$ cat src/fcw_pkg.sv
// Constants, field layout and state codes for the fieldbus communication watchdog
package fcw_pkg;
  // Parameter addresses of the settings
  localparam logic [15:0] NODE_CFG_ADDR = 16'h00e6;
  localparam logic [15:0] IP_RST_ADDR = 16'h0207;
  localparam logic [15:0] TIMEOUT_ADDR = 16'h025b;
  localparam logic [15:0] AOUT_MASK_ADDR = 16'h025c;

  // Field positions inside the shared node configuration word
  localparam int NODE_LSB = 0;
  localparam int RATE_LSB = 8;
  localparam int STYLE_LSB = 12;

  // Reset values
  localparam logic [15:0] TIMEOUT_RST = 16'h0000;
  localparam logic [2:0] MASK_RST = 3'h0;
  localparam logic [7:0] NODE_RST = 8'h00;
  localparam logic [3:0] RATE_RST = 4'h0;
  localparam logic [3:0] STYLE_RST = 4'h0;
  localparam logic [15:0] IP_RST_RST = 16'h0000;

  // Legal ranges
  localparam logic [15:0] TIMEOUT_MAX = 16'hea60;
  localparam logic [7:0] NODE_MAX_PROFILE = 8'h7e;
  localparam logic [7:0] NODE_MAX_OTHER = 8'h3f;
  localparam logic [3:0] RATE_MAX = 4'h3;
  localparam logic [3:0] STYLE_MAX = 4'h2;

  // Link rate codes
  localparam logic [3:0] RATE_125K = 4'h0;
  localparam logic [3:0] RATE_250K = 4'h1;
  localparam logic [3:0] RATE_500K = 4'h2;
  localparam logic [3:0] RATE_AUTO = 4'h3;

  // Keepalive style codes
  localparam logic [3:0] STYLE_LEVEL = 4'h0;
  localparam logic [3:0] STYLE_TOGGLE = 4'h1;
  localparam logic [3:0] STYLE_BOARD = 4'h2;

  // Keepalive bit positions
  localparam int DIN_KEEP_BIT = 15;
  localparam int CTRL_KEEP_BIT = 11;

  // Timing
  localparam int CLK_PERIOD_NS = 4;
  localparam int MS_IN_NS = 1000000;
  localparam int CYCLES_PER_MS = (MS_IN_NS + CLK_PERIOD_NS - 1) / CLK_PERIOD_NS;
  localparam int TICK_CNT_W = 18;
  localparam int KEY_HOLD_S = 5;
  localparam int KEY_HOLD_MS = KEY_HOLD_S * 1000;
  localparam int KEY_CNT_W = 13;

  // Supervision states
  typedef enum logic [2:0] {
    ST_IDLE = 3'b001,
    ST_ARMED = 3'b010,
    ST_TRIP = 3'b100
  } fcw_state_type;
endpackage

$ cat src/fcw_ms_tick.sv
// Millisecond timebase for the watchdog, restartable
`timescale 1ns/1ps
module fcw_ms_tick #(
  parameter int unsigned CYCLES_PER_MS = fcw_pkg::CYCLES_PER_MS
) (
  input wire logic clk,
  input wire logic rst_n,
  input wire logic restart,
  output logic ms_tick
);
  import fcw_pkg::*;

  localparam logic [TICK_CNT_W-1:0] LAST = TICK_CNT_W'(CYCLES_PER_MS - 1);

  logic [TICK_CNT_W-1:0] cnt_reg; // Cycles into the current millisecond
  logic [TICK_CNT_W-1:0] cnt_next;

  // Restart aligns the millisecond grid to the latest legal message
  always_comb
  begin
    if (restart || cnt_reg == LAST)
      cnt_next = '0;
    else
      cnt_next = cnt_reg + TICK_CNT_W'(1);
  end

  // Counter register
  always_ff @(posedge clk or negedge rst_n)
  begin
    if (!rst_n)
      cnt_reg <= '0;
    else
      cnt_reg <= cnt_next;
  end

  // One pulse per full millisecond
  assign ms_tick = (cnt_reg == LAST) && !restart;

  a_tick_restart: assert property (@(posedge clk) disable iff (!rst_n)
    restart |=> !ms_tick)
    else $error("ms tick right after restart");
endmodule

$ cat src/fcw_comm_watchdog.sv
// Fieldbus communication watchdog with its settings store
// Overview of operation
// - Alarm when no legal message within timeout
// - Zero timeout never raises the alarm
// - Digital input word keepalive per style
// - Profile variant: control word bit 11
// - Supervision idle until first legal message
// - No alarm when fieldbus unused for commands
// - Restore link, keepalive, then board reset
// - Zero timeout plus reset clears alarm
// - Saved settings apply after reset only
// - Timeout 0 to 60000 ms, default zero
// - Three-bit analog output override mask
// - Node address bits 0-7, range per protocol
// - Rate bits 8-11, style bits 12-15
// - Rate codes 125k, 250k, 500k, auto
// - Style: level, toggle, board state
`timescale 1ns/1ps
module fcw_comm_watchdog #(
  parameter int unsigned CYCLES_PER_MS = fcw_pkg::CYCLES_PER_MS
) (
  input wire logic clk,
  input wire logic rst_n,
  input wire logic [15:0] par_addr,
  input wire logic par_wr,
  input wire logic [15:0] par_wdata,
  output logic [15:0] par_rdata,
  input wire logic profile_mode,
  input wire logic din_word_wr,
  input wire logic [15:0] din_word,
  input wire logic ctrl_word_wr,
  input wire logic [15:0] ctrl_word,
  input wire logic iface_board_ok,
  input wire logic ctrl_method_fb,
  input wire logic source_sel_fb,
  input wire logic local_remote_input,
  input wire logic board_reset_command,
  input wire logic reset_key,
  output logic comm_suspended_alarm,
  output logic supervision_armed,
  output logic [15:0] link_timeout_setting,
  output logic [2:0] aout_override_mask,
  output logic [7:0] node_id_setting,
  output logic [3:0] link_rate_setting,
  output logic [3:0] keepalive_style_setting
);
  import fcw_pkg::*;

  // Check of a node configuration word against the ranges
  function automatic logic node_cfg_ok(input logic [15:0] w, input logic prof);
    logic [7:0] node_max;
    node_max = prof ? NODE_MAX_PROFILE : NODE_MAX_OTHER;
    node_cfg_ok = (w[NODE_LSB +: 8] <= node_max) && (w[RATE_LSB +: 4] <= RATE_MAX)
      && (w[STYLE_LSB +: 4] <= STYLE_MAX);
  endfunction

  // Saved settings (what software wrote)
  logic [15:0] sv_timeout_reg, sv_timeout_next;
  logic [2:0] sv_mask_reg, sv_mask_next;
  logic [15:0] sv_node_cfg_reg, sv_node_cfg_next;
  logic [15:0] sv_ip_reg, sv_ip_next;
  logic [15:0] rdata_reg, rdata_next;
  // Active settings (what the logic uses)
  logic [15:0] act_timeout_reg, act_timeout_next;
  logic [2:0] act_mask_reg, act_mask_next;
  logic [15:0] act_node_cfg_reg, act_node_cfg_next;
  // Supervision state
  fcw_state_type state_reg, state_next;
  logic [15:0] ms_cnt_reg, ms_cnt_next; // Milliseconds of silence
  logic last_b15_reg, last_b15_next; // Last keepalive bit, for toggle style
  logic [KEY_CNT_W-1:0] key_ms_reg, key_ms_next; // Reset key hold time
  logic key_done_reg, key_done_next; // One reload per key press

  logic ms_tick;
  logic key_tick; // Free-running millisecond, for the reset key
  logic din_legal;
  logic ctrl_legal;
  logic legal_msg;
  logic fb_used;
  logic key_fire;
  logic reload;
  logic trip;

  // Supervision timebase, realigned by each legal message
  fcw_ms_tick #(
    .CYCLES_PER_MS(CYCLES_PER_MS)
  ) u_tick (
    .clk(clk),
    .rst_n(rst_n),
    .restart(legal_msg),
    .ms_tick(ms_tick)
  );

  // Separate timebase for the key hold, since steady traffic keeps restarting the other one
  fcw_ms_tick #(
    .CYCLES_PER_MS(CYCLES_PER_MS)
  ) u_key_tick (
    .clk(clk),
    .rst_n(rst_n),
    .restart(1'b0),
    .ms_tick(key_tick)
  );

  // Legal message detection
  always_comb
  begin
    din_legal = 1'b0;
    if (din_word_wr && !profile_mode)
    begin
      unique case (act_node_cfg_reg[STYLE_LSB +: 4])
        STYLE_LEVEL: din_legal = din_word[DIN_KEEP_BIT];
        STYLE_TOGGLE: din_legal = din_word[DIN_KEEP_BIT] ^ last_b15_reg;
        STYLE_BOARD: din_legal = iface_board_ok;
        default: din_legal = 1'b0; // Unreachable: range checked on write
      endcase
    end
    ctrl_legal = ctrl_word_wr && profile_mode && ctrl_word[CTRL_KEEP_BIT];
    legal_msg = din_legal || ctrl_legal;
  end

  // Fieldbus counts only when it really carries both commands and references
  assign fb_used = ctrl_method_fb && source_sel_fb && !local_remote_input;

  // Reset key held past the limit, or serial reset, reloads everything
  assign key_fire = reset_key && !key_done_reg && key_tick
    && key_ms_reg == KEY_CNT_W'(KEY_HOLD_MS);
  assign reload = board_reset_command || key_fire;

  // Trip: armed, nonzero timeout, fieldbus in use, silence reached timeout
  assign trip = (state_reg == ST_ARMED) && (act_timeout_reg != 16'h0000)
    && fb_used && (ms_cnt_reg >= act_timeout_reg);

  // Settings store: timeout, mask and node config writes are range checked, saved copy only
  always_comb
  begin
    sv_timeout_next = sv_timeout_reg;
    sv_mask_next = sv_mask_reg;
    sv_node_cfg_next = sv_node_cfg_reg;
    sv_ip_next = sv_ip_reg;
    if (par_wr)
    begin
      // Out-of-range writes are dropped so the store never holds junk
      unique case (par_addr)
        TIMEOUT_ADDR:
          if (par_wdata <= TIMEOUT_MAX)
            sv_timeout_next = par_wdata;
        AOUT_MASK_ADDR:
          if (par_wdata[15:3] == 13'h0000)
            sv_mask_next = par_wdata[2:0];
        NODE_CFG_ADDR:
          if (node_cfg_ok(par_wdata, profile_mode))
            sv_node_cfg_next = par_wdata;
        IP_RST_ADDR:
          sv_ip_next = par_wdata;
        default:
          sv_ip_next = sv_ip_reg; // Unmapped writes ignored
      endcase
    end
  end

  // Read mux: saved values, unmapped addresses read zero
  always_comb
  begin
    unique case (par_addr)
      TIMEOUT_ADDR: rdata_next = sv_timeout_reg;
      AOUT_MASK_ADDR: rdata_next = {13'h0000, sv_mask_reg};
      NODE_CFG_ADDR: rdata_next = sv_node_cfg_reg;
      IP_RST_ADDR: rdata_next = sv_ip_reg;
      default: rdata_next = 16'h0000;
    endcase
  end

  // Active settings change only on a reload
  always_comb
  begin
    act_timeout_next = act_timeout_reg;
    act_mask_next = act_mask_reg;
    act_node_cfg_next = act_node_cfg_reg;
    if (reload)
    begin
      act_timeout_next = sv_timeout_reg;
      act_mask_next = sv_mask_reg;
      act_node_cfg_next = sv_node_cfg_reg;
    end
  end

  // Supervision next state and silence counter
  always_comb
  begin
    state_next = state_reg;
    ms_cnt_next = ms_cnt_reg;
    unique case (state_reg)
      ST_IDLE:
        if (legal_msg)
          state_next = ST_ARMED;
      ST_ARMED:
        if (trip)
          state_next = ST_TRIP;
      ST_TRIP:
        state_next = ST_TRIP; // Sticky until a board reset command or a long reset key hold
    endcase
    if (state_reg != ST_ARMED || legal_msg)
      ms_cnt_next = 16'h0000;
    else if (ms_tick && ms_cnt_reg != 16'hffff)
      ms_cnt_next = ms_cnt_reg + 16'h0001;
    if (reload)
    begin
      // Reset drops the alarm and waits for the first message again
      state_next = ST_IDLE;
      ms_cnt_next = 16'h0000;
    end
  end

  // Keepalive bit history and reset key timer
  always_comb
  begin
    last_b15_next = last_b15_reg;
    if (din_word_wr)
      last_b15_next = din_word[DIN_KEEP_BIT];
    key_ms_next = key_ms_reg;
    key_done_next = key_done_reg;
    if (!reset_key)
    begin
      key_ms_next = '0;
      key_done_next = 1'b0;
    end
    else if (key_fire)
      key_done_next = 1'b1;
    else if (key_tick && !key_done_reg)
      key_ms_next = key_ms_reg + KEY_CNT_W'(1);
  end

  // All state registers
  always_ff @(posedge clk or negedge rst_n)
  begin
    if (!rst_n)
    begin
      sv_timeout_reg <= TIMEOUT_RST;
      sv_mask_reg <= MASK_RST;
      sv_node_cfg_reg <= {STYLE_RST, RATE_RST, NODE_RST};
      sv_ip_reg <= IP_RST_RST;
      rdata_reg <= 16'h0000;
      act_timeout_reg <= TIMEOUT_RST;
      act_mask_reg <= MASK_RST;
      act_node_cfg_reg <= {STYLE_RST, RATE_RST, NODE_RST};
      state_reg <= ST_IDLE;
      ms_cnt_reg <= 16'h0000;
      last_b15_reg <= 1'b0;
      key_ms_reg <= '0;
      key_done_reg <= 1'b0;
    end
    else
    begin
      sv_timeout_reg <= sv_timeout_next;
      sv_mask_reg <= sv_mask_next;
      sv_node_cfg_reg <= sv_node_cfg_next;
      sv_ip_reg <= sv_ip_next;
      rdata_reg <= rdata_next;
      act_timeout_reg <= act_timeout_next;
      act_mask_reg <= act_mask_next;
      act_node_cfg_reg <= act_node_cfg_next;
      state_reg <= state_next;
      ms_cnt_reg <= ms_cnt_next;
      last_b15_reg <= last_b15_next;
      key_ms_reg <= key_ms_next;
      key_done_reg <= key_done_next;
    end
  end

  // Outputs, all straight from registers
  assign par_rdata = rdata_reg;
  assign comm_suspended_alarm = (state_reg == ST_TRIP);
  assign supervision_armed = (state_reg == ST_ARMED);
  assign link_timeout_setting = act_timeout_reg;
  assign aout_override_mask = act_mask_reg;
  assign node_id_setting = act_node_cfg_reg[NODE_LSB +: 8];
  assign link_rate_setting = act_node_cfg_reg[RATE_LSB +: 4];
  assign keepalive_style_setting = act_node_cfg_reg[STYLE_LSB +: 4];

  a_trip_on_silence: assert property (@(posedge clk) disable iff (!rst_n)
    trip && !reload |=> comm_suspended_alarm)
    else $error("silence past timeout did not raise alarm");

  a_zero_no_alarm: assert property (@(posedge clk) disable iff (!rst_n)
    act_timeout_reg == 16'h0000 |-> !comm_suspended_alarm)
    else $error("alarm with zero timeout");

  a_din_level: assert property (@(posedge clk) disable iff (!rst_n)
    !profile_mode && keepalive_style_setting == STYLE_LEVEL && !din_word[DIN_KEEP_BIT]
    && !ctrl_word_wr |-> !legal_msg)
    else $error("input word without keepalive bit counted");

  a_profile_ctrl: assert property (@(posedge clk) disable iff (!rst_n)
    profile_mode && !(ctrl_word_wr && ctrl_word[CTRL_KEEP_BIT]) |-> !legal_msg)
    else $error("profile keepalive without control bit 11");

  a_idle_until_first: assert property (@(posedge clk) disable iff (!rst_n)
    state_reg == ST_IDLE && !legal_msg |=> state_reg == ST_IDLE)
    else $error("supervision armed without a legal message");

  a_unused_no_trip: assert property (@(posedge clk) disable iff (!rst_n)
    $rose(comm_suspended_alarm) |-> $past(fb_used))
    else $error("alarm while fieldbus not in use");

  a_reset_clears: assert property (@(posedge clk) disable iff (!rst_n)
    reload |=> !comm_suspended_alarm && !supervision_armed
    && link_timeout_setting == $past(sv_timeout_reg))
    else $error("board reset did not clear alarm and reload");

  a_settings_hold: assert property (@(posedge clk) disable iff (!rst_n)
    !reload |=> $stable(link_timeout_setting) && $stable(aout_override_mask)
    && $stable(node_id_setting))
    else $error("active settings changed without reset");

  a_timeout_range: assert property (@(posedge clk) disable iff (!rst_n)
    par_wr && par_addr == TIMEOUT_ADDR && par_wdata > TIMEOUT_MAX
    |=> $stable(sv_timeout_reg))
    else $error("out of range timeout accepted");

  a_legal_restart: assert property (@(posedge clk) disable iff (!rst_n)
    state_reg == ST_ARMED && legal_msg && !trip ##1 state_reg == ST_ARMED
    |-> ms_cnt_reg == 16'h0000)
    else $error("legal message did not restart timeout");
endmodule

$ cat config.mk
export PLATFORM = sky130hd
export DESIGN_NAME = fcw_comm_watchdog
export DESIGN_NICKNAME = d
export VERILOG_FILES = /design/src/fcw_pkg.sv /design/src/fcw_ms_tick.sv /design/src/fcw_comm_watchdog.sv
export SDC_FILE = /design/constraint.sdc
export NUM_CORES = 1
export LEC_CHECK = 0
export ABC_AREA = 1
export ABC_CLOCK_PERIOD_IN_PS = 2500
export BUFFER_PORTS_ARGS = -buffer_cell sky130_fd_sc_hd__buf_2
export CAP_MARGIN = 20
export CORE_ASPECT_RATIO = 0.9
export CORE_UTILIZATION = 60
export CTS_CLUSTER_SIZE = 24
export DETAILED_ROUTE_END_ITERATION = 8
export PLACE_DENSITY = 0.91
export RECOVER_POWER = 50
export SLEW_MARGIN = 5
export SYNTH_ARGS = -nofsm -noshare
export SYNTH_HDL_FRONTEND = slang
export SYNTH_SLANG_ARGS = --single-unit
$ cat constraint.sdc
create_clock -name clk -period 2.5 [get_ports clk]
set_input_delay 0.5 -clock clk [delete_from_list [all_inputs] [get_ports clk]]
set_output_delay 0.5 -clock clk [all_outputs]
set_load 0.02 [all_outputs]
==> results of run 1 <==
==> cell type report <==
class,count,area share [%]
flip-flops and latches,172,42.6
clock buffers,19,4.38
repair buffers,111,5.78
multi-input cells,775,38.5
well taps,193,2.39
inverters,134,5.02
clock inverters,11,1.34
==> routing by layer <==
layer / track usage [%] / vias up / part of all wire (%)
met1: 40.6 / 3714 / 43
met5: 0 / - / 0
li1: - / 3774 / -
met2: 46.5 / 355 / 46
met4: 11.9 / 0 / 3.0
met3: 6.41 / 54 / 7.6
==> power by group <==
group / switching [uW] / total (uW) / internal [uW]
Clock: 1120 / 2620 / 1500
Sequential: 46.0 / 2880 / 2840
Combinational: 261 / 378 / 117
Total: 1430 / 5890 / 4460
==> through the flow <==
| stage | total power [uW] | area [um^2] | hold slack, ns | util (%) | setup WS, ns |
|---|---|---|---|---|---|
| 6_report | 5890 | 10100 | 0.273 | 70.9 | 0.273 |
| 5_1_grt | 6080 | 10100 | 0.292 | 70.9 | 0.0985 |
| 4_1_cts | 5900 | 10100 | 0.0911 | 71.2 | 0.363 |
| 3_5_place_dp | 3310 | 9570 | 0.453 | 67.1 | 0.375 |
| 3_3_place_gp | 3300 | 9570 | 0.450 | 67.1 | 0.462 |
| 2_1_floorplan | 3140 | 8920 | 0.204 | - | 0.805 |
==> layout by cell type, fill, tap and decap left out, types with 2 or more instances in the layout <==
cell and n:
nor2_4 2, dfrtp_1 171, buf_12 2, o21ai_1 31, o21bai_1 2, a21oi_1 30, clkbuf_2 3, nand3b_1 3
ha_1 23, clkbuf_16 17, a31oi_1 2, nor4_1 8, nand2_4 2, o21ai_0 36, clkinv_4 4, bufinv_16 2
o21ai_2 10, o31ai_1 2, clkbuf_1 20, nor3_2 6, nand3_2 8, nor2_2 7, inv_2 13, o211ai_1 5
nand4_1 21, buf_4 9, nand3_1 77, nor2_1 105, buf_2 78, nand2_2 6, xnor2_1 3, nor3_4 3
nor3_1 25, inv_1 120, nand2_1 331, nand4_2 2, inv_6 5, xor2_1 16
==> cell families (layout without fill, tap and decap cells) <==
family	count (synthesis)	after routing
AO/OA/AOI/OAI	122	122
buffers and inverters	160	275
XOR/XNOR	19	19
adder cells (fa/ha/maj)	23	23
AND/OR/NAND/NOR	611	611
flip-flops	172	172
==> path summary, 6_finish.rpt <==
check                                           startpoint                               end  cells past startpoint
setup reg to reg           u_key_tick.cnt_reg[0]$_DFF_PN0_  act_node_cfg_reg[12]$_DFFE_PN0N_                     10
min in group asynchronous                            rst_n        key_ms_reg[12]$_DFFE_PN0P_                      1
max in group asynchronous                            rst_n       u_tick.cnt_reg[6]$_DFF_PN0_                      2
setup / recovery           u_key_tick.cnt_reg[0]$_DFF_PN0_  act_node_cfg_reg[12]$_DFFE_PN0N_                     10
hold reg to reg                u_tick.cnt_reg[0]$_DFF_PN0_       u_tick.cnt_reg[0]$_DFF_PN0_                      1
hold / removal                                 din_word_wr          last_b15_reg$_DFFE_PN0P_                      2
==> impl_metrics.env, run 1 <==
export IMPL_synth_simple_gate_area_share_pct=30.9
export IMPL_cap_violations=1
export IMPL_path_cells="ha_1, nand3_2, inv_1, nand3_1, nor2_4, nand3_2, nand2_2, buf_4, nand2_1, o21ai_0"
export IMPL_crit_buf_inv=2
export IMPL_synth_area_top_cells="dfrtp_1, nand2_1, inv_1, nor2_1, nand3_1"
export IMPL_num_antenna_cells=0
export IMPL_hpwl_um=15300
export IMPL_hold_class="in2reg"
export IMPL_drive_above_1_share_pct=15.2
export IMPL_cts_htree_levels=4
export IMPL_seq_area_um2=4310
export IMPL_die_h_um=118
export IMPL_synthMuxAreaShare_pct=0
export IMPL_synth_xor_area_share_pct=1.86
export IMPL_cts_repair_resized=0
export IMPL_failed_checks="capacitance limit, slew limit"
export IMPL_synth_seq_cells=172
export IMPL_syn_nets=1206
export IMPL_start_util_pct=62.6
export IMPL_endpoint_kind="flop"
export IMPL_grt_pass1_vias=7520
export IMPL_cts_tree="done"
export IMPL_io_buffers=98
export IMPL_clk_latency_ns=0.44
export IMPL_pwr_density_cell_nw_per_um2=582
export IMPL_area_growth_synth_to_final_pct=13.3
export IMPL_ys_seq_area_share_pct=48.2
export IMPL_antenna_left=0
export IMPL_synth_edf_count=0
export IMPL_ir_drop_v=0.000510
export IMPL_synth_compound_gate_area_share_pct=7.68
export IMPL_path_max_fanout=34
export IMPL_leakagePower_uw=0.00506
export IMPL_post_cts_buffers=0
export IMPL_fin_crit_ns=2.23
export IMPL_clock_sinks=172
export IMPL_tightestPinTransition_ns=1.73
export IMPL_dpl_cell_count=1385
export IMPL_hold_viol_final=0
export IMPL_ys_flop_type="dfrtp_1"
export IMPL_yosys_top_cells_count="nand2_1, dfrtp_1, inv_1"
export IMPL_synthArstFlopShare_pct=100
export IMPL_routed_via_density=5.58
export IMPL_route_detailed_drc=0
export IMPL_syn_area_per_cell_um2=8.06
export IMPL_gr_total_overflow=0
export IMPL_wl_um=21600
export IMPL_max_freq_ghz=0.449
export IMPL_die_area_um2=15400
export IMPL_yosysTopAreaCell="dfrtp_1"
export IMPL_synthAdderAreaFrac_pct=3.22
export IMPL_worstSetupPathType="reg2reg"
export IMPL_crit_top_cell="nand3_2"
export IMPL_core_area_um2=14300
export IMPL_cp_arrival_ns=2.57
export IMPL_cts_hold_buffers=0
export IMPL_route_detailed_wl_per_inst_um=15.3
export IMPL_rows=41
export IMPL_final_cells=1415
export IMPL_grt_pass1_wl_um=35800
export IMPL_clk_pin_slew_worst_paths_ns=0.06
export IMPL_yosysWarnings=0
export IMPL_run_status="complete, but fails checks"
export IMPL_num_io_pins=129
export IMPL_tns_ns=0
export IMPL_netlist_area_um2=8920
export IMPL_cpPeakStageDelay_ns=0.42
export IMPL_critPathSlowestCell="dfrtp_1"
export IMPL_post_route_period_util_pct=89.1
export IMPL_place_congestion=0.916
export IMPL_vias=7897
export IMPL_die_w_um=131
export IMPL_drv_slew=63
export IMPL_skew_ns=0.0187
export IMPL_startpoint_type="flop"
export IMPL_drt_iter0_markers=842
export IMPL_cts_made_buffers=17
export IMPL_final_setup_viol_count=0
export IMPL_synth_top_family_by_area="simple AND/OR/NAND/NOR gates"
export IMPL_cts_root_buf="clkbuf_16"
export IMPL_dr_pass1_iters=7
export IMPL_synth_most_common_cell="nand2_1"
export IMPL_syn_inst=1107
export IMPL_yosysUniqueCellTypes=45
export IMPL_multiInputGateArea_um2=3890
export IMPL_track_usage_pct=29.8
export IMPL_rsz0062_at_grt="false"
export IMPL_yosysTopAreaCellShare_pct=48.0
export IMPL_cp_top_family="simple AND/OR/NAND/NOR gates"
export IMPL_fillers=1130
export IMPL_max_slew_margin_rel_pct=-15.5
export IMPL_grt_max_degree=65
export IMPL_antenna_found_initial=0
export IMPL_cts_buffer_depth=2
export IMPL_r2r_slack_ns=0.27
export IMPL_cp_required_ns=2.84
export IMPL_final_nets=1310
(Power assumes the default switching activity.)
==> run 2, diff against run 1 <==
- ABC_CLOCK_PERIOD_IN_PS: 2500 -> 2300
- CORE_UTILIZATION: 60 -> 58
- PLACE_DENSITY: 0.91 -> 0.89
- clock period: 2.5 -> 2.3 ns (I/O delays scaled with it)
==> impl_metrics.env, run 2 (synthesized netlist as in run 1, its figures left out) <==
export IMPL_grt_pass1_vias=7649
export IMPL_final_nets=1313
export IMPL_final_area_um2=10200
export IMPL_io_buffers=98
export IMPL_num_io_pins=129
export IMPL_seq_area_um2=4310
export IMPL_route_detailed_wl_per_inst_um=15.2
export IMPL_hold_class="in2reg"
export IMPL_r2r_cells=10
export IMPL_fin_crit_ns=2.12
export IMPL_hp_start="din_word_wr"
export IMPL_max_slew_margin_rel_pct=4.26
export IMPL_route_detailed_drc=0
export IMPL_cts_buffer_depth=2
export IMPL_grt_max_degree=52
export IMPL_cts_htree_levels=4
export IMPL_final_setup_viol_count=0
export IMPL_dpl_cell_count=1393
export IMPL_area_growth_synth_to_final_pct=13.8
export IMPL_reg2reg_from="u_key_tick.cnt_reg[0]$_DFF_PN0_"
export IMPL_cap_violations=0
export IMPL_path_cells="ha_1, nand3_2, inv_2, nand3_2, nor2_4, nand3_2, nand2_2, nor2_2, inv_2, a21oi_1"
export IMPL_post_route_period_util_pct=92.2
export IMPL_min_to="last_b15_reg$_DFFE_PN0P_"
export IMPL_r2r_end="ms_cnt_reg[10]$_DFFE_PN0P_"
export IMPL_pwr_share_clk_pct=44.4
export IMPL_num_antenna_cells=0
export IMPL_rows=42
export IMPL_grt_pass1_wl_um=36500
export IMPL_tightestPinTransition_ns=1.44
export IMPL_final_cells=1424
export IMPL_p_sw_uw=1610
export IMPL_cts_hold_buffers=0
export IMPL_cts_root_buf="clkbuf_16"
export IMPL_place_congestion=0.927
export IMPL_pwr_density_cell_nw_per_um2=630
export IMPL_die_h_um=120
export IMPL_p_sw_share_pct=25.1
export IMPL_core_area_um2=14900
export IMPL_rsz0062_at_grt="false"
export IMPL_final_common_cell="nand2_1"
export IMPL_drt_iter0_markers=835
export IMPL_pwr_share_comb_pct=6.6
export IMPL_die_area_um2=15900
export IMPL_gr_total_overflow=0
export IMPL_worstSetupPathType="reg2reg"
export IMPL_cts_made_buffers=17
export IMPL_wl_um=21700
export IMPL_clk_latency_ns=0.43
export IMPL_skew_ns=0.0118
export IMPL_drv_slew=0
export IMPL_r2r_slack_ns=0.18
export IMPL_antenna_left=0
export IMPL_startpoint_type="flop"
export IMPL_multiInputGateArea_um2=3890
export IMPL_sequentialPowerShare_pct=49.1
export IMPL_vias=7875
export IMPL_ir_drop_v=0.000558
export IMPL_worst_hold_slack_ns=0.237
export IMPL_final_cell_mix="nand2_1, dfrtp_1, inv_1"
export IMPL_hpwl_um=15500
export IMPL_cpPeakStageDelay_ns=0.44
export IMPL_run_status="finished, final reports clean"
export IMPL_track_usage_pct=29.2
export IMPL_post_dp_cell_area_um2=9610
export IMPL_max_freq_ghz=0.472
export IMPL_endpoint_kind="flop"
export IMPL_cp_required_ns=2.60
export IMPL_start_util_pct=60.0
export IMPL_cts_tree="done"
export IMPL_die_w_um=133
export IMPL_fillers=1170
export IMPL_antenna_found_initial=0
export IMPL_critPathSlowestCell="dfrtp_1"
export IMPL_tns_ns=0
export IMPL_path_max_fanout=14
export IMPL_routed_via_density=5.53
export IMPL_cts_repair_resized=0
export IMPL_clk_pin_slew_worst_paths_ns=0.07
export IMPL_hold_path_depth=2
export IMPL_p_int_uw=4790
export IMPL_clock_sinks=172
export IMPL_cp_arrival_ns=2.42
export IMPL_drive_above_1_share_pct=16.1
export IMPL_crit_top_cell="nand3_2"
export IMPL_post_cts_buffers=0
export IMPL_hold_viol_final=0
export IMPL_dr_pass1_iters=8
export IMPL_leakagePower_uw=0.00510
[run 2: layer usage]
metal | wire length, um | global-route usage [%] | vias to the layer above
li1 | - | - | 3787
met1 | 9320 | 38.3 | 3762
met2 | 10500 | 47.8 | 281
met3 | 1410 | 6.72 | 45
met4 | 471 | 10.6 | 0
met5 | 0 | 0 | -
[run 2: area by class of cell]
type                    instances  area share [%]
repair buffers                114            6.10
inverters                     134            5.03
multi-input cells             775            38.3
flip-flops and latches        172            42.4
well taps                     198            2.44
clock buffers                  19            4.46
clock inverters                12            1.27
[run 2: worst max-delay path, delay by kind of cell, from the launching register on]
family / cells / cell delay [ns]
buffers and inverters: 2 / 0.32
AOI/OAI and AO/OA: 1 / 0.10
adders and majority gates: 1 / 0.24
DFF: 1 / 0.44
and+or+nand+nor: 6 / 0.88
[run 2: power groups by stage]
stage / clock (uW) / sequential (uW) / combinational [uW]
2_1_floorplan: 0 / 3190 / 223
3_3_place_gp: 0 / 3190 / 400
3_5_place_dp: 0 / 3190 / 415
4_1_cts: 2860 / 3140 / 424
5_1_grt: 2990 / 3140 / 477
6_report: 2840 / 3140 / 420
[run 2: worst max-delay path by stage]
stage                                    startpoint                                   to  slack [ns]  depth (start not counted)
finish              u_key_tick.cnt_reg[0]$_DFF_PN0_           ms_cnt_reg[10]$_DFFE_PN0P_        0.18                         10
global placement    u_key_tick.cnt_reg[0]$_DFF_PN0_  link_timeout_setting[3]$_DFFE_PN0N_        0.31                          9
detailed placement  u_key_tick.cnt_reg[0]$_DFF_PN0_             state_reg[2]$_DFFE_PN0P_        0.22                         11
global route        u_key_tick.cnt_reg[0]$_DFF_PN0_           ms_cnt_reg[10]$_DFFE_PN0P_        0.03                         10
floorplan                 ms_cnt_reg[1]$_DFFE_PN0P_            ms_cnt_reg[0]$_DFFE_PN0P_        0.64                         11
CTS                 u_key_tick.cnt_reg[0]$_DFF_PN0_             state_reg[2]$_DFFE_PN0P_        0.19                         11
[run 2: per-stage QoR]
| step | setup slack, ns | util [%] | power, uW |
|---|---|---|---|
| after global routing | 0.0330 | 68.3 | 6610 |
| after CTS | 0.193 | 68.6 | 6420 |
| after global placement | 0.313 | 64.6 | 3590 |
| after detailed placement | 0.220 | 64.6 | 3610 |
| final | 0.180 | 68.3 | 6390 |
| after floorplan | 0.641 | - | 3410 |
